### src/hw/tfsc_defines.svh
// What this block does
// - Illumination bit 6: with bit 7 at 0, 0 modulates light and 1 holds it on during integration
// - Illumination bit 7: 1 holds light off during integration whatever bit 6 is; 0 leaves bit 6 in control
// - Only bits 6 and 7 of illumination register matter; others reserved, ignored
// - Frames two to four each own a phase_sample/suppression select field
// - Frames two to four each own a modulation control field
// - Grayscale readout mode 0x00 selects differential readout
// - Grayscale readout mode 0x10 selects single-ended readout, negatives clipped to zero
// - Grayscale readout mode 0x30 selects differential readout with background_suppression
// - Grayscale frames use their own modulation control, not the distance frame fields
`ifndef TFSC_DEFINES_SVH
`define TFSC_DEFINES_SVH

// Register indices, byte address is four times the index
`define TFSC_IDX_ILLUM      8'h27
`define TFSC_IDX_SEL2       8'h28
`define TFSC_IDX_MOD2       8'h29
`define TFSC_IDX_SEL3       8'h2a
`define TFSC_IDX_MOD3       8'h2b
`define TFSC_IDX_SEL4       8'h2d
`define TFSC_IDX_MOD4       8'h2e
`define TFSC_IDX_GMODE      8'h3a
`define TFSC_IDX_GMOD       8'h3b
`define TFSC_IDX_STATUS     8'h3c

// Reset values
`define TFSC_RST_ILLUM      8'h00
`define TFSC_RST_SEL2       8'h3a
`define TFSC_RST_MOD2       8'h00
`define TFSC_RST_SEL3       8'h00
`define TFSC_RST_MOD3       8'h3f
`define TFSC_RST_SEL4       8'h00
`define TFSC_RST_MOD4       8'h00
`define TFSC_RST_GMODE      8'h10
`define TFSC_RST_GMOD       8'h00

// Field positions
`define TFSC_BIT_HOLD_ON    6
`define TFSC_BIT_HOLD_OFF   7

// Grayscale readout mode codes
`define TFSC_GM_DIFF        8'h00
`define TFSC_GM_SINGLE      8'h10
`define TFSC_GM_DIFF_SUPP   8'h30

`endif

### src/hw/tfsc_pkg.sv
package tfsc_pkg;

    typedef enum logic [4:0] {
        TFSC_ST_IDLE = 5'h01,
        TFSC_ST_F1   = 5'h02,
        TFSC_ST_F2   = 5'h04,
        TFSC_ST_F3   = 5'h08,
        TFSC_ST_F4   = 5'h10
    } tfsc_state_t;

endpackage

### src/hw/tfsc_rst_sync.sv
`timescale 1ns/1ps
module tfsc_rst_sync (
    // Clock and raw reset
    input  wire logic i_core_clk,
    input  wire logic i_rst_n,
    // Released reset
    output logic      o_rst_n
);
    logic meta_n_ff;

    always_ff @(posedge i_core_clk or negedge i_rst_n) begin
        if (!i_rst_n) begin
            meta_n_ff <= 1'b0;
            o_rst_n   <= 1'b0;
        end else begin
            meta_n_ff <= 1'b1;
            o_rst_n   <= meta_n_ff;
        end
    end
endmodule

### src/hw/tfsc_gray_decode.sv
`timescale 1ns/1ps
`include "tfsc_defines.svh"
module tfsc_gray_decode (
    // Mode code
    input  wire logic [7:0] i_mode,
    // Decoded readout controls
    output logic            o_differential,
    output logic            o_clip_negative,
    output logic            o_bg_suppress
);
    always_comb begin
        o_differential  = 1'b1;
        o_clip_negative = 1'b0;
        o_bg_suppress   = 1'b0;
        case (i_mode)
            `TFSC_GM_SINGLE: begin
                o_differential  = 1'b0;
                o_clip_negative = 1'b1;
            end
            `TFSC_GM_DIFF_SUPP: begin
                o_bg_suppress   = 1'b1;
            end
            default: begin
                o_differential  = 1'b1;
            end
        endcase
    end
endmodule

### src/hw/tfsc_top.sv
`timescale 1ns/1ps
`include "tfsc_defines.svh"
module tfsc_top (
    // Clock and reset
    input  wire logic        i_core_clk,
    input  wire logic        i_rst_n,
    // AHB-Lite slave
    input  wire logic        i_hsel,
    input  wire logic [31:0] i_haddr,
    input  wire logic [1:0]  i_htrans,
    input  wire logic        i_hwrite,
    input  wire logic [2:0]  i_hsize,
    input  wire logic [31:0] i_hwdata,
    input  wire logic        i_hready,
    output logic [31:0]      o_hrdata,
    output logic             o_hreadyout,
    output logic             o_hresp,
    // Sequencer handshake
    input  wire logic        i_seq_start,
    input  wire logic        i_frame_next,
    input  wire logic        i_gray_seq,
    input  wire logic [7:0]  i_frame1_phase_select,
    input  wire logic [7:0]  i_frame1_mod_ctrl,
    // Active frame controls
    output logic [3:0]       o_frame_onehot,
    output logic [7:0]       o_phase_select,
    output logic [7:0]       o_mod_ctrl,
    output logic             o_light_modulated,
    output logic             o_light_hold_on,
    output logic             o_light_hold_off,
    output logic             o_gray_differential,
    output logic             o_gray_clip_negative,
    output logic             o_gray_bg_suppress
);
    logic                 rst_n;
    tfsc_pkg::tfsc_state_t state_ff;
    tfsc_pkg::tfsc_state_t nxt_state;

    // Software registers
    logic [1:0] illum_ff;
    logic [7:0] sel2_ff, mod2_ff, sel3_ff, mod3_ff, sel4_ff, mod4_ff, gmode_ff, gmod_ff;

    // Shadow copies used by the running sequence
    logic [1:0] sh_illum_ff, nxt_sh_illum;
    logic [7:0] sh_sel1_ff, sh_mod1_ff, sh_sel2_ff, sh_mod2_ff, sh_sel3_ff;
    logic [7:0] sh_mod3_ff, sh_sel4_ff, sh_mod4_ff, sh_gmode_ff, sh_gmod_ff;
    logic [7:0] nxt_sh_sel1, nxt_sh_mod1, nxt_sh_sel2, nxt_sh_mod2, nxt_sh_sel3;
    logic [7:0] nxt_sh_mod3, nxt_sh_sel4, nxt_sh_mod4, nxt_sh_gmode, nxt_sh_gmod;
    logic       sh_gray_ff, nxt_sh_gray;

    // Bus pipeline
    logic       addr_ok;
    logic [7:0] addr_idx;
    logic       wr_pend_ff;
    logic [7:0] wr_idx_ff;
    logic [7:0] rd_val;

    logic       start_take;
    logic [7:0] nxt_phase_select;
    logic [7:0] nxt_mod_ctrl;
    logic       dec_diff, dec_clip, dec_supp;

    tfsc_rst_sync u_rst_sync (
        .i_core_clk (i_core_clk),
        .i_rst_n    (i_rst_n),
        .o_rst_n    (rst_n)
    );

    tfsc_gray_decode u_gray_decode (
        .i_mode          (nxt_sh_gmode),
        .o_differential  (dec_diff),
        .o_clip_negative (dec_clip),
        .o_bg_suppress   (dec_supp)
    );

    // Address phase decode
    assign addr_ok  = i_hsel && i_htrans[1] && i_hready && (i_haddr[1:0] == 2'b00)
                      && (i_haddr[31:10] == 22'h0) && (i_hsize == 3'b010);
    assign addr_idx = i_haddr[9:2];

    // Read mux, forwarding a write still in its data phase
    always_comb begin
        rd_val = 8'h00;
        if (wr_pend_ff && (wr_idx_ff == addr_idx)) begin
            rd_val = (addr_idx == `TFSC_IDX_ILLUM) ?
                     {i_hwdata[`TFSC_BIT_HOLD_OFF:`TFSC_BIT_HOLD_ON], 6'h00} :
                     i_hwdata[7:0];
        end else begin
            case (addr_idx)
                `TFSC_IDX_ILLUM:  rd_val = {illum_ff, 6'h00};
                `TFSC_IDX_SEL2:   rd_val = sel2_ff;
                `TFSC_IDX_MOD2:   rd_val = mod2_ff;
                `TFSC_IDX_SEL3:   rd_val = sel3_ff;
                `TFSC_IDX_MOD3:   rd_val = mod3_ff;
                `TFSC_IDX_SEL4:   rd_val = sel4_ff;
                `TFSC_IDX_MOD4:   rd_val = mod4_ff;
                `TFSC_IDX_GMODE:  rd_val = gmode_ff;
                `TFSC_IDX_GMOD:   rd_val = gmod_ff;
                `TFSC_IDX_STATUS: rd_val = {2'b00, sh_gray_ff, state_ff};
                default:          rd_val = 8'h00;
            endcase
        end
    end

    // Bus responses, zero wait states and always OKAY
    always_ff @(posedge i_core_clk or negedge rst_n) begin
        if (!rst_n) begin
            o_hrdata    <= 32'h0000_0000;
            o_hreadyout <= 1'b0;
            o_hresp     <= 1'b0;
            wr_pend_ff  <= 1'b0;
            wr_idx_ff   <= 8'h00;
        end else begin
            o_hreadyout <= 1'b1;
            o_hresp     <= 1'b0;
            wr_pend_ff  <= addr_ok && i_hwrite;
            wr_idx_ff   <= addr_idx;
            if (i_hsel && i_htrans[1] && i_hready && !i_hwrite) begin
                o_hrdata <= addr_ok ? {24'h00_0000, rd_val} : 32'h0000_0000;
            end
        end
    end

    // Register writes in the data phase
    always_ff @(posedge i_core_clk or negedge rst_n) begin
        if (!rst_n) begin
            illum_ff <= 2'b00;
            sel2_ff  <= `TFSC_RST_SEL2;
            mod2_ff  <= `TFSC_RST_MOD2;
            sel3_ff  <= `TFSC_RST_SEL3;
            mod3_ff  <= `TFSC_RST_MOD3;
            sel4_ff  <= `TFSC_RST_SEL4;
            mod4_ff  <= `TFSC_RST_MOD4;
            gmode_ff <= `TFSC_RST_GMODE;
            gmod_ff  <= `TFSC_RST_GMOD;
        end else if (wr_pend_ff) begin
            case (wr_idx_ff)
                `TFSC_IDX_ILLUM: illum_ff <= i_hwdata[`TFSC_BIT_HOLD_OFF:`TFSC_BIT_HOLD_ON];
                `TFSC_IDX_SEL2:  sel2_ff  <= i_hwdata[7:0];
                `TFSC_IDX_MOD2:  mod2_ff  <= i_hwdata[7:0];
                `TFSC_IDX_SEL3:  sel3_ff  <= i_hwdata[7:0];
                `TFSC_IDX_MOD3:  mod3_ff  <= i_hwdata[7:0];
                `TFSC_IDX_SEL4:  sel4_ff  <= i_hwdata[7:0];
                `TFSC_IDX_MOD4:  mod4_ff  <= i_hwdata[7:0];
                `TFSC_IDX_GMODE: gmode_ff <= i_hwdata[7:0];
                `TFSC_IDX_GMOD:  gmod_ff  <= i_hwdata[7:0];
                default: begin
                end
            endcase
        end
    end

    // Sequence start only from idle
    assign start_take = i_seq_start && (state_ff == tfsc_pkg::TFSC_ST_IDLE);

    always_comb begin
        nxt_state = state_ff;
        case (state_ff)
            tfsc_pkg::TFSC_ST_IDLE: if (start_take) nxt_state = tfsc_pkg::TFSC_ST_F1;
            tfsc_pkg::TFSC_ST_F1:   if (i_frame_next) nxt_state = tfsc_pkg::TFSC_ST_F2;
            tfsc_pkg::TFSC_ST_F2:   if (i_frame_next) nxt_state = tfsc_pkg::TFSC_ST_F3;
            tfsc_pkg::TFSC_ST_F3:   if (i_frame_next) nxt_state = tfsc_pkg::TFSC_ST_F4;
            tfsc_pkg::TFSC_ST_F4:   if (i_frame_next) nxt_state = tfsc_pkg::TFSC_ST_IDLE;
            default:                nxt_state = tfsc_pkg::TFSC_ST_IDLE;
        endcase
    end

    always_ff @(posedge i_core_clk or negedge rst_n) begin
        if (!rst_n) begin
            state_ff <= tfsc_pkg::TFSC_ST_IDLE;
        end else begin
            state_ff <= nxt_state;
        end
    end

    // Shadow capture at sequence start
    always_comb begin
        nxt_sh_illum = start_take ? illum_ff : sh_illum_ff;
        nxt_sh_sel1  = start_take ? i_frame1_phase_select : sh_sel1_ff;
        nxt_sh_mod1  = start_take ? i_frame1_mod_ctrl : sh_mod1_ff;
        nxt_sh_sel2  = start_take ? sel2_ff : sh_sel2_ff;
        nxt_sh_mod2  = start_take ? mod2_ff : sh_mod2_ff;
        nxt_sh_sel3  = start_take ? sel3_ff : sh_sel3_ff;
        nxt_sh_mod3  = start_take ? mod3_ff : sh_mod3_ff;
        nxt_sh_sel4  = start_take ? sel4_ff : sh_sel4_ff;
        nxt_sh_mod4  = start_take ? mod4_ff : sh_mod4_ff;
        nxt_sh_gmode = start_take ? gmode_ff : sh_gmode_ff;
        nxt_sh_gmod  = start_take ? gmod_ff : sh_gmod_ff;
        nxt_sh_gray  = start_take ? i_gray_seq : sh_gray_ff;
    end

    always_ff @(posedge i_core_clk or negedge rst_n) begin
        if (!rst_n) begin
            sh_illum_ff <= 2'b00;
            sh_sel1_ff  <= 8'h00;
            sh_mod1_ff  <= 8'h00;
            sh_sel2_ff  <= `TFSC_RST_SEL2;
            sh_mod2_ff  <= `TFSC_RST_MOD2;
            sh_sel3_ff  <= `TFSC_RST_SEL3;
            sh_mod3_ff  <= `TFSC_RST_MOD3;
            sh_sel4_ff  <= `TFSC_RST_SEL4;
            sh_mod4_ff  <= `TFSC_RST_MOD4;
            sh_gmode_ff <= `TFSC_RST_GMODE;
            sh_gmod_ff  <= `TFSC_RST_GMOD;
            sh_gray_ff  <= 1'b0;
        end else begin
            sh_illum_ff <= nxt_sh_illum;
            sh_sel1_ff  <= nxt_sh_sel1;
            sh_mod1_ff  <= nxt_sh_mod1;
            sh_sel2_ff  <= nxt_sh_sel2;
            sh_mod2_ff  <= nxt_sh_mod2;
            sh_sel3_ff  <= nxt_sh_sel3;
            sh_mod3_ff  <= nxt_sh_mod3;
            sh_sel4_ff  <= nxt_sh_sel4;
            sh_mod4_ff  <= nxt_sh_mod4;
            sh_gmode_ff <= nxt_sh_gmode;
            sh_gmod_ff  <= nxt_sh_gmod;
            sh_gray_ff  <= nxt_sh_gray;
        end
    end

    // Per-frame selection for the frame about to run
    always_comb begin
        nxt_phase_select = 8'h00;
        nxt_mod_ctrl     = 8'h00;
        case (nxt_state)
            tfsc_pkg::TFSC_ST_F1: begin
                nxt_phase_select = nxt_sh_sel1;
                nxt_mod_ctrl     = nxt_sh_mod1;
            end
            tfsc_pkg::TFSC_ST_F2: begin
                nxt_phase_select = nxt_sh_sel2;
                nxt_mod_ctrl     = nxt_sh_mod2;
            end
            tfsc_pkg::TFSC_ST_F3: begin
                nxt_phase_select = nxt_sh_sel3;
                nxt_mod_ctrl     = nxt_sh_mod3;
            end
            tfsc_pkg::TFSC_ST_F4: begin
                nxt_phase_select = nxt_sh_sel4;
                nxt_mod_ctrl     = nxt_sh_mod4;
            end
            default: begin
            end
        endcase
        if (nxt_sh_gray && (nxt_state != tfsc_pkg::TFSC_ST_IDLE)) begin
            nxt_mod_ctrl = nxt_sh_gmod;
        end
    end

    // Registered outputs
    always_ff @(posedge i_core_clk or negedge rst_n) begin
        if (!rst_n) begin
            o_frame_onehot       <= 4'h0;
            o_phase_select       <= 8'h00;
            o_mod_ctrl           <= 8'h00;
            o_light_modulated    <= 1'b1;
            o_light_hold_on      <= 1'b0;
            o_light_hold_off     <= 1'b0;
            o_gray_differential  <= 1'b0;
            o_gray_clip_negative <= 1'b1;
            o_gray_bg_suppress   <= 1'b0;
        end else begin
            o_frame_onehot       <= nxt_state[4:1];
            o_phase_select       <= nxt_phase_select;
            o_mod_ctrl           <= nxt_mod_ctrl;
            o_light_modulated    <= (nxt_sh_illum == 2'b00);
            o_light_hold_on      <= nxt_sh_illum[0] && !nxt_sh_illum[1];
            o_light_hold_off     <= nxt_sh_illum[1];
            o_gray_differential  <= dec_diff;
            o_gray_clip_negative <= dec_clip;
            o_gray_bg_suppress   <= dec_supp;
        end
    end

    a_light_hold_on: assert property (@(posedge i_core_clk) disable iff (!rst_n)
        start_take && illum_ff == 2'b01 |=> o_light_hold_on && !o_light_modulated)
        else $error("light not held on");

    a_light_hold_off: assert property (@(posedge i_core_clk) disable iff (!rst_n)
        start_take && illum_ff[1] |=> o_light_hold_off && !o_light_hold_on)
        else $error("light not held off");

    a_reserved_ignored: assert property (@(posedge i_core_clk) disable iff (!rst_n)
        wr_pend_ff && wr_idx_ff == `TFSC_IDX_ILLUM |=> illum_ff == $past(i_hwdata[7:6]))
        else $error("illumination field wrong");

    a_frame3_select: assert property (@(posedge i_core_clk) disable iff (!rst_n)
        state_ff == tfsc_pkg::TFSC_ST_F3 |-> o_phase_select == sh_sel3_ff && o_frame_onehot == 4'h4)
        else $error("frame three select wrong");

    a_frame4_mod: assert property (@(posedge i_core_clk) disable iff (!rst_n)
        state_ff == tfsc_pkg::TFSC_ST_F4 && !sh_gray_ff |-> o_mod_ctrl == sh_mod4_ff)
        else $error("frame four modulation wrong");

    a_gray_diff: assert property (@(posedge i_core_clk) disable iff (!rst_n)
        start_take && gmode_ff == `TFSC_GM_DIFF |=> o_gray_differential && !o_gray_bg_suppress)
        else $error("differential mode wrong");

    a_gray_single: assert property (@(posedge i_core_clk) disable iff (!rst_n)
        start_take && gmode_ff == `TFSC_GM_SINGLE |=> o_gray_clip_negative && !o_gray_differential)
        else $error("single ended mode wrong");

    a_gray_suppress: assert property (@(posedge i_core_clk) disable iff (!rst_n)
        start_take && gmode_ff == `TFSC_GM_DIFF_SUPP |=> o_gray_differential && o_gray_bg_suppress)
        else $error("suppression mode wrong");

    a_gray_mod_used: assert property (@(posedge i_core_clk) disable iff (!rst_n)
        state_ff != tfsc_pkg::TFSC_ST_IDLE && sh_gray_ff |-> o_mod_ctrl == sh_gmod_ff)
        else $error("grayscale modulation not used");

    a_shadow_frozen: assert property (@(posedge i_core_clk) disable iff (!rst_n)
        state_ff != tfsc_pkg::TFSC_ST_IDLE |=> $stable(o_light_hold_off) && $stable(sh_gmode_ff)
        && $stable(o_gray_bg_suppress) && $stable(sh_sel2_ff))
        else $error("settings changed mid sequence");
endmodule

### config.mk
export PLATFORM = sky130hd
export DESIGN_NAME = tfsc_top
export DESIGN_NICKNAME = d
export VERILOG_FILES = /design/src/hw/tfsc_pkg.sv /design/src/hw/tfsc_rst_sync.sv /design/src/hw/tfsc_gray_decode.sv /design/src/hw/tfsc_top.sv
export VERILOG_INCLUDE_DIRS = /design/src /design/src/hw
export SDC_FILE = /design/constraint.sdc
export NUM_CORES = 1
export LEC_CHECK = 0
export ABC_AREA = 1
export BUFFER_PORTS_ARGS = -buffer_cell sky130_fd_sc_hd__buf_2
export CAP_MARGIN = 20
export CORE_MARGIN = 2
export CORE_UTILIZATION = 59
export CTS_BUF_LIST = sky130_fd_sc_hd__clkbuf_4 sky130_fd_sc_hd__clkbuf_8
export DETAILED_ROUTE_END_ITERATION = 6
export GPL_ROUTABILITY_DRIVEN = 0
export MAX_ROUTING_LAYER = met4
export PLACE_DENSITY = 0.83
export SYNTH_ARGS = -nofsm -noshare
export SYNTH_HDL_FRONTEND = slang
export SYNTH_SLANG_ARGS = --single-unit
### constraint.sdc
create_clock -name i_core_clk -period 15.2 [get_ports i_core_clk]
set_clock_uncertainty 0.1 [all_clocks]
set_input_delay 0 -clock i_core_clk [delete_from_list [all_inputs] [get_ports i_core_clk]]
set_output_delay 0 -clock i_core_clk [all_outputs]
set_load 0.02 [all_outputs]
## Word-level counts from Yosys, hierarchy flattened

Cells that the tools add are included.

| operators by class | value |
|---|---|
| reductions and logical operators | 25 |
| multiplexer cells | 28 |
| eq/ne operators | 33 |

Operators by type and width:

| kind | count |
|---|---|
| $eq A8 B6 Y1 const B | 20 |
| $mux W8 | 13 |
| $pmux W8 S10 | 1 |
| $pmux W8 S4 | 2 |
| $mux W5 | 5 |
| $pmux W5 S5 | 1 |
| $logic_not A22 Y1 | 1 |
| $reduce_and A2 Y1 | 9 |
| $logic_and A1 B1 Y1 | 11 |
| $eq A5 B2 Y1 const B | 2 |
| $eq A5 B3 Y1 const B | 2 |
| $eq A5 B4 Y1 const B | 2 |
| $eq A5 B5 Y1 const B | 2 |
| $eq A8 B5 Y1 const B | 1 |
| $eq A8 B8 Y1 | 1 |
| $mux W6 | 1 |
| $eq A5 B1 Y1 const B | 1 |
| $ne A5 B1 Y1 const B | 1 |
| $logic_not A2 Y1 | 2 |
| $mux W1 | 4 |
| $eq A3 B2 Y1 const B | 1 |
| $logic_not A1 Y1 | 2 |
| $mux W2 | 1 |

| storage, ports and cells | value |
|---|---|
| bits of input ports | 93 |
| flip-flop bits (word level) | 224 |

## Depth between registers and ports, before layout

Gate-level depths: netlist (run 1).

| depth | value |
|---|---|
| depth in word-level cells | 7 |
| gate-level depth with buffers | 12 |
| gate-level depth less buffers | 11 |

## Modules after synthesis

From an unflattened synthesis (run 1), not the netlist that was laid out.

| unflattened totals | value |
|---|---|
| cell total of the unflattened synthesis | 1158 |
| area, all modules | 9163.8 um^2 |

By module, submodules not included:

| module | instances | cells each | sequential area each (um^2) | area each (um^2) |
|---|---|---|---|---|
| tfsc_top | 1 | 1129 | 4860.9 | 9007.4 |
| tfsc_gray_decode | 1 | 26 | 0.0 | 102.6 |
| tfsc_rst_sync | 1 | 3 | 50.0 | 53.8 |

## Worst setup path after synthesis (run 1)

No wires, ideal clock.

| path | value |
|---|---|
| path kind | register to register |
| start point | register state_ff[0] |
| end point | register o_gray_differential |
| setup slack | 13243 ps |
| setup time | 115 ps |
| required time | 14985 ps |
| arrival | 1742 ps |
| stages on the path, launching flop included | 10 |
| path through | dfstp_2 inv_1 nor3_4 nand3_2 buf_2 buf_6 o21ai_2 nand4_1 nor2_2 inv_2 |

| between the ends | value |
|---|---|
| word-level cells in the longest chain between the ends | 5 |

Ends and longest elaborated chain:

| what | line | text |
|---|---|---|
| start: declaration | tfsc_top.sv:36 | `tfsc_pkg::tfsc_state_t state_ff;` |
| start signal: assignment | tfsc_top.sv:170 | `state_ff <= tfsc_pkg::TFSC_ST_IDLE;` |
| start signal: assignment | tfsc_top.sv:172 | `state_ff <= nxt_state;` |
| $eq A5 B1 Y1 | tfsc_top.sv:154 | `assign start_take = i_seq_start && (state_ff == tfsc_pkg::TFSC_ST_IDLE);` |
| $logic_and A1 B1 Y1 | tfsc_top.sv:154 |  |
| $mux W8 | tfsc_top.sv:187 | `nxt_sh_gmode = start_take ? gmode_ff : sh_gmode_ff;` |
| $eq A8 B5 Y1 | tfsc_gray_decode.sv:15 | `case (i_mode)` |
| $mux W1 | tfsc_gray_decode.sv:15 |  |
| net dec_diff | tfsc_top.sv:61 | `logic dec_diff, dec_clip, dec_supp;` |
| end signal: assignment | tfsc_top.sv:270 | `o_gray_differential <= dec_diff;` |
| end: declaration | tfsc_top.sv:31 | `output logic o_gray_differential,` |

The timed path passes the listed nets, and every way through them passes these cells.
A chain may end at the register's enable or synchronous reset.

==> summary.md, run 1 <==
| Metric | Value |
|---|---|
| Status | complete, no violations |
| Post-synth EDFFs | 0 |
| Post-Syn Instances | 1134 |
| Critical path peak fanout | 55 |
| Pwr Total | 1.38 mW |
| Setup violators final | 0 |
| CP endpoint kind | register |
| Top-count cell post-synth | nand2_1 |
| Period utilisation layout | 24.9% |
| Placement Cell Area | 9560 um2 |
| Pin count of the biggest net entering global routing | 74 |
| Post-synthesis async set-or-reset flop share | 100% |
| Clock Path Buffers | 2 |
| Setup TNS | 0 ns |
| CORE AREA | 15100 um2 |
| Antenna Nets Post-Route | 0 |
| Yosys reg bits | 195 |
| Ant. Diodes | 0 |
| Switching share of total power | 36.4% |
| Final HPWL DP | 15700 um |
| Vias per Instance | 5.39 |
| Number of max-cap violations | 0 |
| Fillers | 1190 |
| Slack of the critical path | 11.41 ns |
| Share of layout cells above drive strength 1 | 14.2% |
| Metal2 WL | 10500 um |
| First-pass GRT wire length | 38000 um |
| Num rows | 45 |
| Yosys cell types | 34 |
| RSZ-0062 raised after global routing | no |
| Starting density of the core | 60.0% |
| Area grow syn2layout | 15.3% |
| DIE AREA | 16300 um2 |
| Clock share of power | 23.0% |
| WP data required | 15.51 ns |
| Gates resized, CTS repair | 0 |
| Die height | 128 um |
| Cell taking the most area after synthesis | dfrtp_1 |
| Worst slew margin | 24.4% |
| Crit path time final | 3.79 ns |
| Slew Viols, Final | 0 |
| P_leak | 5.82 nW |
| Syn_area_per_cell | 7.98 um2 |
| Clk sink count | 195 |
| Worst vdd ir | 0.0729 mV |
| Root buffer cell | clkbuf_8 |
| Data arrival, critical path | 4.10 ns |
| Post-route DRC violation count | 0 |
| Non-Filler Instances | 1472 |
| TritonCTS clock tree | done |
| Commonest cells post-synth | 448 x nand2_1, 170 x dfrtp_1, 103 x inv_1 |
| Worst Path Class, Setup | register to register |
| # port buffers | 102 |
| Total congestion overflow | 0 |
| Startpoint Class | register |
| Tot GR Track Use | 31.1% |
| Fin util | 69.2% |
| M1 WL | 9940 um |
| Number of H-tree levels | 4 |
| Vias in the first global route | 7668 |
| Top layer reached by signal wires | met4 |
| Hold WC Path Type | input pin to register |
| Dpl cells | 1388 |
| Register area share after synthesis | 54.3% |
| Initial antenna violation count | 0 |
| CTS buffer count | 17 |
| Final WL | 23200 um |
| Final Hold Vio Count | 0 |
| Combinational Power Share | 28.3% |
| Top cells by area, synth | dfrtp_1 47%, nand2_1 19%, dfstp_2 7.3% |
| Clock transition at path regs | 0.10 ns |
| DR WL/cell | 15.7 um |
| DRT iter0 DRCs | 874 |
| Internal power | 0.878 mW |
| Vias post-DR | 7940 |
| Area share of the largest cell type after synthesis | 47.0% |
| Predominant post-synthesis flop cell | dfrtp_1 |
| Seq pwr share | 48.7% |
| Worst-Skew Late Latency | 0.49 ns |
| Max Clock Freq | 264 MHz |
| Actual slew at the worst max-slew pin | 1.11 ns |
| # IOs | 153 |
| WHS | 0.0778 ns |
| DR pass1 iterations | 5 |
| Yosys Warn Count | 0 |
| Nets@finish | 1364 |
| Final Cell Area | 10400 um2 |
| DR WL met3 | 1780 um |
| Synthesized area | 9050 um2 |
| Dpl ws | 11.52 ns |
| P_sw | 0.502 mW |
| PwrDens | 132 nW/um2 |
| Die W | 128 um |
[placed cells by master (no fill, tap or decap), types with 25 or more instances in the layout]
cell,count
buf_2,102
conb_1,27
dfrtp_1,169
dfstp_2,25
dlygate4sd3_1,51
inv_1,103
nand2_1,448
nand3_1,76
nand4_1,28
nor2_1,64
o21ai_0,83
[routing by layer]
layer | up-vias | GRT usage, %
met3 | 74 | 6.05
met2 | 386 | 47.0
met4 | 0 | 13.5
met5 | - | -
li1 | 3793 | -
met1 | 3687 | 41.4
[timing repair]
item / in CTS / in global routing
hold buffers: 51 / 0
buffers inserted: 0 / 0
endpoints found under the setup margin: 0 / 0
hold endpoints to repair: 128 / 0
[cell type report]
| type | count | area [um2] | share of cell area [%] |
|---|---|---|---|
| multi-input cells | 792 | 3460 | 33.1 |
| flip-flops and latches | 195 | 4910 | 47.1 |
| well taps | 188 | 235 | 2.25 |
| clock inverters | 13 | 114 | 1.09 |
| repair buffers | 159 | 1070 | 10.2 |
| clock buffers | 19 | 249 | 2.38 |
| inverters | 106 | 398 | 3.81 |
[worst max-delay path: stages (launching register included)]
cell     delay (ns)
dfrtp_1        0.49
nor2_1         0.79
nand3_4        0.54
inv_2          0.94
nand2_1        0.13
nand2_1        0.15
nand3_2        0.18
inv_2          0.17
nand2_1        0.06
nand2_1        0.12
[cells by family after synthesis]
family | count (synthesis) | share of synthesized area (%)
buf+inv | 172 | 8.71
other cells | 2 | 0.0830
flops | 195 | 54.3
compound gates | 119 | 6.97
mux | 2 | 0.263
xor+xnor | 2 | 0.194
simple gates | 642 | 29.5
[final timing paths]
path	start	end	slack [ns]	cells after the start
max	o_frame_onehot[1]$_DFF_PN0_	o_mod_ctrl[6]$_DFF_PN0_	11.41	9
min	i_haddr[9]	wr_idx_ff[7]$_DFF_PN0_	0.08	2
max reg2reg	o_frame_onehot[1]$_DFF_PN0_	o_mod_ctrl[6]$_DFF_PN0_	11.41	9
min reg2reg	u_rst_sync.meta_n_ff$_DFF_PN0_	u_rst_sync.o_rst_n$_DFF_PN0_	0.26	0
max in group asynchronous	u_rst_sync.o_rst_n$_DFF_PN0_	sh_mod1_ff[3]$_DFF_PN0_	13.31	1
min in group asynchronous	i_rst_n	u_rst_sync.o_rst_n$_DFF_PN0_	0.25	3
[power groups by stage]
stage	Combinational [mW]	Clock, mW	Sequential [mW]
after floorplan	0.256	0	0.701
after global placement	0.366	0	0.678
after detailed placement	0.376	0	0.682
after CTS	0.386	0.320	0.671
after global routing	0.435	0.344	0.682
final	0.390	0.318	0.672
No activity file was read; power rests on OpenSTA's default activity.
==> run 2: changes to the inputs <==
--- a/config.mk
+++ b/config.mk
@@ -10,12 +10,12 @@
 export BUFFER_PORTS_ARGS = -buffer_cell sky130_fd_sc_hd__buf_2
 export CAP_MARGIN = 20
 export CORE_MARGIN = 2
-export CORE_UTILIZATION = 59
+export CORE_UTILIZATION = 53
 export CTS_BUF_LIST = sky130_fd_sc_hd__clkbuf_4 sky130_fd_sc_hd__clkbuf_8
 export DETAILED_ROUTE_END_ITERATION = 6
 export GPL_ROUTABILITY_DRIVEN = 0
 export MAX_ROUTING_LAYER = met4
-export PLACE_DENSITY = 0.83
+export PLACE_DENSITY = 0.79
 export SYNTH_ARGS = -nofsm -noshare
 export SYNTH_HDL_FRONTEND = slang
 export SYNTH_SLANG_ARGS = --single-unit
==> constraint.sdc (replaced) <==
create_clock -name i_core_clk -period 3.05 [get_ports i_core_clk]
set_clock_uncertainty 0.1 [all_clocks]
set_input_delay 0 -clock i_core_clk [delete_from_list [all_inputs] [get_ports i_core_clk]]
set_output_delay 0 -clock i_core_clk [all_outputs]
set_load 0.02 [all_outputs]
==> run 2 against run 1 <==
Net effect: sequential power increased to 5.0 times the previous value; count of clock-buffer cells in the layout grew 4; first-iteration DRC count rose by 1.0%; highest routed layer unchanged; utilization is 4.6 points lower; worst setup slack got worse by 11 ns.
==> summary.md, run 2 (synthesis gave the netlist of run 1 again) <==
| Metric | Value |
|---|---|
| Worst Path Class, Setup | input pin to register |
| Crit path time final | 2.92 ns |
| PwrDens | 678 nW/um2 |
| Final WL | 23700 um |
| Postcts setup bufs | 0 |
| Dpl ws | 0.818 ns |
| Fillers | 1389 |
| Slowest CP cell | dlygate4sd3_1 |
| Final Hold Vio Count | 0 |
| Leading cell type in the layout, fill and taps excluded | nand2_1 |
| DR WL/cell | 15.6 um |
| M1 WL | 10400 um |
| Slew Viols, Final | 0 |
| Clock Path Buffers | 2 |
| Max Clock Freq | 343 MHz |
| Vias post-DR | 7935 |
| Die height | 135 um |
| Hold WC Path Type | input pin to register |
| Metal2 WL | 10900 um |
| Slack of the critical path | 0.131 ns |
| Share of layout cells above drive strength 1 | 14.7% |
| First-pass GRT wire length | 38300 um |
| DR WL met3 | 1720 um |
| Worst vdd ir | 0.438 mV |
| Top layer reached by signal wires | met4 |
| Die W | 135 um |
| Critical Path Most Common Cell | nand2_1 |
| Status | complete, no violations |
| Worst slew margin | 43.3% |
| DRT iter0 DRCs | 883 |
| Root buffer cell | clkbuf_8 |
| RSZ-0062 raised after global routing | no |
| Initial antenna violation count | 0 |
| Worst path top cell family by delay | buffers and inverters |
| Area occupied by multi-input gates | 3460 um2 |
| Startpoint Class | input pin |
| P_leak | 5.95 nW |
| Area grow syn2layout | 18.7% |
| CP cell instances | dlygate4sd3_1, buf_2, inv_1, nand2_1, nor2_1, buf_4, nand3_1, nand2_1, nor2_1, nand3_1, nand2_1, nand2_1, nand2_1, dlygate4sd3_1, nand2_1, dlygate4sd3_1 |
| Placement Cell Area | 9730 um2 |
| Antenna Nets Post-Route | 0 |
| DIE AREA | 18100 um2 |
| Data arrival, critical path | 3.24 ns |
| Worst-Skew Late Latency | 0.48 ns |
| Nets@finish | 1376 |
| Ant. Diodes | 0 |
| Actual slew at the worst max-slew pin | 0.850 ns |
| Starting density of the core | 54.4% |
| Number of H-tree levels | 4 |
| Post-route DRC violation count | 0 |
| Setup violators final | 0 |
| DR pass1 iterations | 6 |
| Clk sink count | 195 |
| Num rows | 47 |
| Vias in the first global route | 7484 |
| CP endpoint kind | register |
| TritonCTS clock tree | done |
| Period utilisation layout | 95.7% |
| Final Cell Area | 10700 um2 |
| Final HPWL DP | 16500 um |
| Register area | 4910 um2 |
| Critical path peak fanout | 8 |
| WP buf/inv | 6 |
| Tot GR Track Use | 28.0% |
| Clock transition at path regs | 0.09 ns |
| Commonest non-fill, non-tap cells in the layout | 448 x nand2_1, 169 x dfrtp_1, 103 x inv_1 |
| Worst R2R Setup Slack | 0.29 ns |
| # IOs | 153 |
| CORE AREA | 16600 um2 |
| Vias per Instance | 5.23 |
| Crit path largest cell delay | 0.61 ns |
| Pin count of the biggest net entering global routing | 87 |
| Setup TNS | 0 ns |
| WP data required | 3.37 ns |
| Total congestion overflow | 0 |
| Number of max-cap violations | 0 |
| CTS buffer count | 17 |
| # port buffers | 102 |
run 2: final cells by class:
| cell class | count | share of cell area, % |
|---|---|---|
| timing repair buffer | 171 | 11.4 |
| clock inverter | 9 | 1.66 |
| tap | 220 | 2.56 |
| clock buffer | 23 | 2.71 |
| inverter | 106 | 3.70 |
| sequential | 195 | 45.7 |
| multi-input combinational | 792 | 32.2 |
run 2: path summary, 6_finish.rpt:
path,start,to,depth (start not counted)
worst min-delay path,i_haddr[9],wr_idx_ff[7]$_DFF_PN0_,2
min in group asynchronous,i_rst_n,u_rst_sync.o_rst_n$_DFF_PN0_,3
max in group asynchronous,u_rst_sync.o_rst_n$_DFF_PN0_,sh_sel2_ff[3]$_DFF_PN1_,1
worst min register to register,u_rst_sync.meta_n_ff$_DFF_PN0_,u_rst_sync.o_rst_n$_DFF_PN0_,0
worst max register to register,wr_idx_ff[1]$_DFF_PN0_,o_hrdata[7]$_DFFE_PN0P_,11
worst max-delay path,i_haddr[4],o_hrdata[7]$_DFFE_PN0P_,16
run 2: repair_timing:
| action | in CTS | in global routing |
|---|---|---|
| endpoints found under the setup margin | 0 | 3 |
| hold endpoints to repair | 127 | 0 |
| hold buffers | 54 | 0 |
| gates resized for setup | 0 | 2 |
run 2: metal layers:
layer  vias to the layer above  track usage (%)
met4                         0             10.9
li1                       3824                -
met3                        55             5.07
met1                      3720             38.2
met2                       336             42.0
met5                         -                -
run 2: through the flow:
step                      hold slack (ns)  total power [mW]  util [%]  instances
after CTS                          0.0642              7.31      64.5       1516
after global routing               0.0611              7.72      64.6       1516
after detailed placement           -0.313              5.34      58.5       1430
final                              0.0754              7.29      64.6       1516
after floorplan                    -0.396              4.76         -       1159
after global placement             -0.315              5.27      58.5       1430
run 2: power breakdown:
part | internal [mW] | leakage (nW) | switching, mW
sequential | 3.15 | 2.10 | 0.188
combinational | 0.638 | 3.62 | 1.38
clock | 1.06 | 0.234 | 0.876
==> run 3: changes to the inputs <==
--- a/config.mk
+++ b/config.mk
@@ -7,7 +7,7 @@
 export NUM_CORES = 1
 export LEC_CHECK = 0
 export ABC_AREA = 1
-export BUFFER_PORTS_ARGS = -buffer_cell sky130_fd_sc_hd__buf_2
+export BUFFER_PORTS_ARGS = -buffer_cell sky130_fd_sc_hd__buf_4
 export CAP_MARGIN = 20
 export CORE_MARGIN = 2
 export CORE_UTILIZATION = 53
==> run 3 against run 2 <==
Net effect: utilization up 0.93 points; sequential cell count unchanged; critical path depth fell by 8; worst setup slack gained 0.075 ns; power is 2.1% lower.
==> summary.md, run 3 (synthesis gave the netlist of run 1 again) <==
| Metric | Value |
|---|---|
| Postcts setup bufs | 0 |
| DR WL/cell | 15.5 um |
| Num rows | 47 |
| CTS buffer count | 17 |
| # port buffers | 102 |
| Critical path peak fanout | 12 |
| Worst-Skew Late Latency | 0.48 ns |
| First-pass GRT wire length | 38000 um |
| Initial antenna violation count | 0 |
| Seq pwr share | 46.9% |
| Nets@finish | 1379 |
| Max Clock Freq | 352 MHz |
| Tot GR Track Use | 27.8% |
| Clock Path Buffers | 2 |
| Data arrival, critical path | 3.16 ns |
| RSZ-0062 raised after global routing | no |
| P_sw | 2.48 mW |
| DIE AREA | 18100 um2 |
| Worst R2R Setup Slack | 0.21 ns |
| Reg2reg end | sh_gray_ff$_DFF_PN0_ |
| Worst Hold End | o_hrdata[5]$_DFFE_PN0P_ |
| Worst Path Class, Setup | register to register |
| Combinational Power Share | 30.1% |
| CP endpoint kind | register |
| TritonCTS clock tree | done |
| Vias post-DR | 7984 |
| Post-route DRC violation count | 0 |
| Leading cell type in the layout, fill and taps excluded | nand2_1 |
| Clock share of power | 23.0% |
| Die W | 135 um |
| Crit path largest cell delay | 0.57 ns |
| Internal power | 4.66 mW |
| Vias per Instance | 5.26 |
| Die height | 135 um |
| CORE AREA | 16600 um2 |
| Worst R2R Start | state_ff[0]$_DFF_PN1_ |
| Fillers | 1410 |
| Area grow syn2layout | 20.5% |
| Worst vdd ir | 0.680 mV |
| Final WL | 23500 um |
| Number of max-cap violations | 0 |
| WP data required | 3.36 ns |
| Ant. Diodes | 0 |
| Starting density of the core | 54.4% |
| P_leak | 6.00 nW |
| DR pass1 iterations | 5 |
| Status | complete, no violations |
| Setup TNS | 0 ns |
| Period utilisation layout | 93.3% |
| Worst slew margin | 43.5% |
| Total congestion overflow | 0 |
| Final Hold Vio Count | 0 |
| PwrDens | 655 nW/um2 |
| Actual slew at the worst max-slew pin | 0.841 ns |
| DRT iter0 DRCs | 811 |
| Clk sink count | 195 |
| Antenna Nets Post-Route | 0 |
| Vias in the first global route | 7547 |
| Number of H-tree levels | 4 |
| Clock transition at path regs | 0.11 ns |
| Share of layout cells above drive strength 1 | 14.7% |
| Hold WC Path Type | input pin to register |
| Worst hold start | i_htrans[1] |
| Slowest CP cell | dfstp_2 |
| Commonest non-fill, non-tap cells in the layout | 448 x nand2_1, 169 x dfrtp_1, 114 x buf_4 |
| Final HPWL DP | 16500 um |
| Fin util | 65.5% |
| Switching share of total power | 34.8% |
| Root buffer cell | clkbuf_8 |
| Reg2Reg Depth | 8 |
| Startpoint Class | register |
| Crit path time final | 2.84 ns |
| Slew Viols, Final | 0 |
| CP cell instances | inv_1, nor3_4, nand3_4, inv_2, nand2_1, dlygate4sd3_1, nand2_1, dlygate4sd3_1 |
| Pin count of the biggest net entering global routing | 64 |
| WHS | 0.0436 ns |
| Hold path depth | 6 |
| Setup violators final | 0 |
| # IOs | 153 |
-- run 3: cell count changes in the layout (fill, tap and decap cells not counted) --
cell | before | now
clkinvlp_4 | 2 | 1
bufinv_16 | 5 | 2
dlygate4sd3_1 | 54 | 57
buf_2 | 102 | 0
clkinv_2 | 1 | 6
buf_6 | 0 | 1
buf_12 | 5 | 2
inv_6 | 1 | 0
nor2_4 | 1 | 0
nor2_2 | 2 | 3
clkinv_4 | 0 | 2
buf_4 | 10 | 114
clkbuf_8 | 19 | 17
-- run 3: repair_timing --
item / CTS / global route
endpoints found under the setup margin: 0 / 2
resized for setup: 0 / 2
hold buffers: 57 / 0
hold endpoints to repair: 130 / 0
-- run 3: area by class of cell --
class / count / area, um2 / area share (%)
clock buffers: 21 / 264 / 2.42
clock inverters: 11 / 115 / 1.06
inverters: 106 / 398 / 3.65
multi-input cells: 792 / 3460 / 31.7
flip-flops and latches: 195 / 4910 / 45.1
well taps: 220 / 275 / 2.52
repair buffers: 174 / 1480 / 13.6
-- run 3: per-layer routing --
| layer | global-route usage [%] | vias to the layer above | share of wire [%] |
|---|---|---|---|
| li1 | - | 3824 | - |
| met1 | 38.0 | 3739 | 44 |
| met2 | 42.6 | 364 | 46 |
| met3 | 4.24 | 57 | 7.3 |
| met4 | 10.2 | 0 | 2.8 |
| met5 | - | - | 0 |
-- run 3: worst max path at each step --
| stage | startpoint | end | slack, ns | cells after the start |
|---|---|---|---|---|
| floorplan | u_rst_sync.o_rst_n$_DFF_PN0_ | gmod_ff[0]$_DFFE_PN0P_ | 0.97 | 0 |
| global placement | state_ff[0]$_DFF_PN1_ | o_gray_differential$_DFF_PN0_ | 0.66 | 10 |
| detailed placement | state_ff[0]$_DFF_PN1_ | o_mod_ctrl[5]$_DFF_PN0_ | 0.58 | 10 |
| CTS | wr_idx_ff[4]$_DFF_PN0_ | o_hrdata[7]$_DFFE_PN0P_ | 0.13 | 12 |
| global route | wr_idx_ff[4]$_DFF_PN0_ | o_hrdata[6]$_DFFE_PN0P_ | 0.03 | 12 |
| finish | state_ff[0]$_DFF_PN1_ | sh_gray_ff$_DFF_PN0_ | 0.21 | 8 |
-- run 3: critical path: cells and delay by family, from the launching register on --
| family | cells | cell delay [ns] |
|---|---|---|
| DFF | 1 | 0.57 |
| and+or+nand+nor | 4 | 0.78 |
| buffers and inverters | 4 | 1.34 |
-- run 3: per-stage QoR --
stage | area [um2] | setup slack (ns) | total power [mW] | instances
after floorplan | 9150 | 0.970 | 4.76 | 1159
after global placement | 9950 | 0.662 | 5.32 | 1430
after detailed placement | 9950 | 0.578 | 5.38 | 1430
after CTS | 10900 | 0.126 | 7.13 | 1519
after global routing | 10900 | 0.0332 | 7.56 | 1519
final | 10900 | 0.206 | 7.14 | 1519
-- run 3: power groups by stage --
stage	Sequential (mW)	Combinational, mW	Clock, mW
floorplan	3.49	1.27	0
global placement	3.38	1.94	0
detailed placement	3.40	1.98	0
CTS	3.35	2.12	1.65
global route	3.40	2.40	1.76
finish	3.35	2.15	1.64
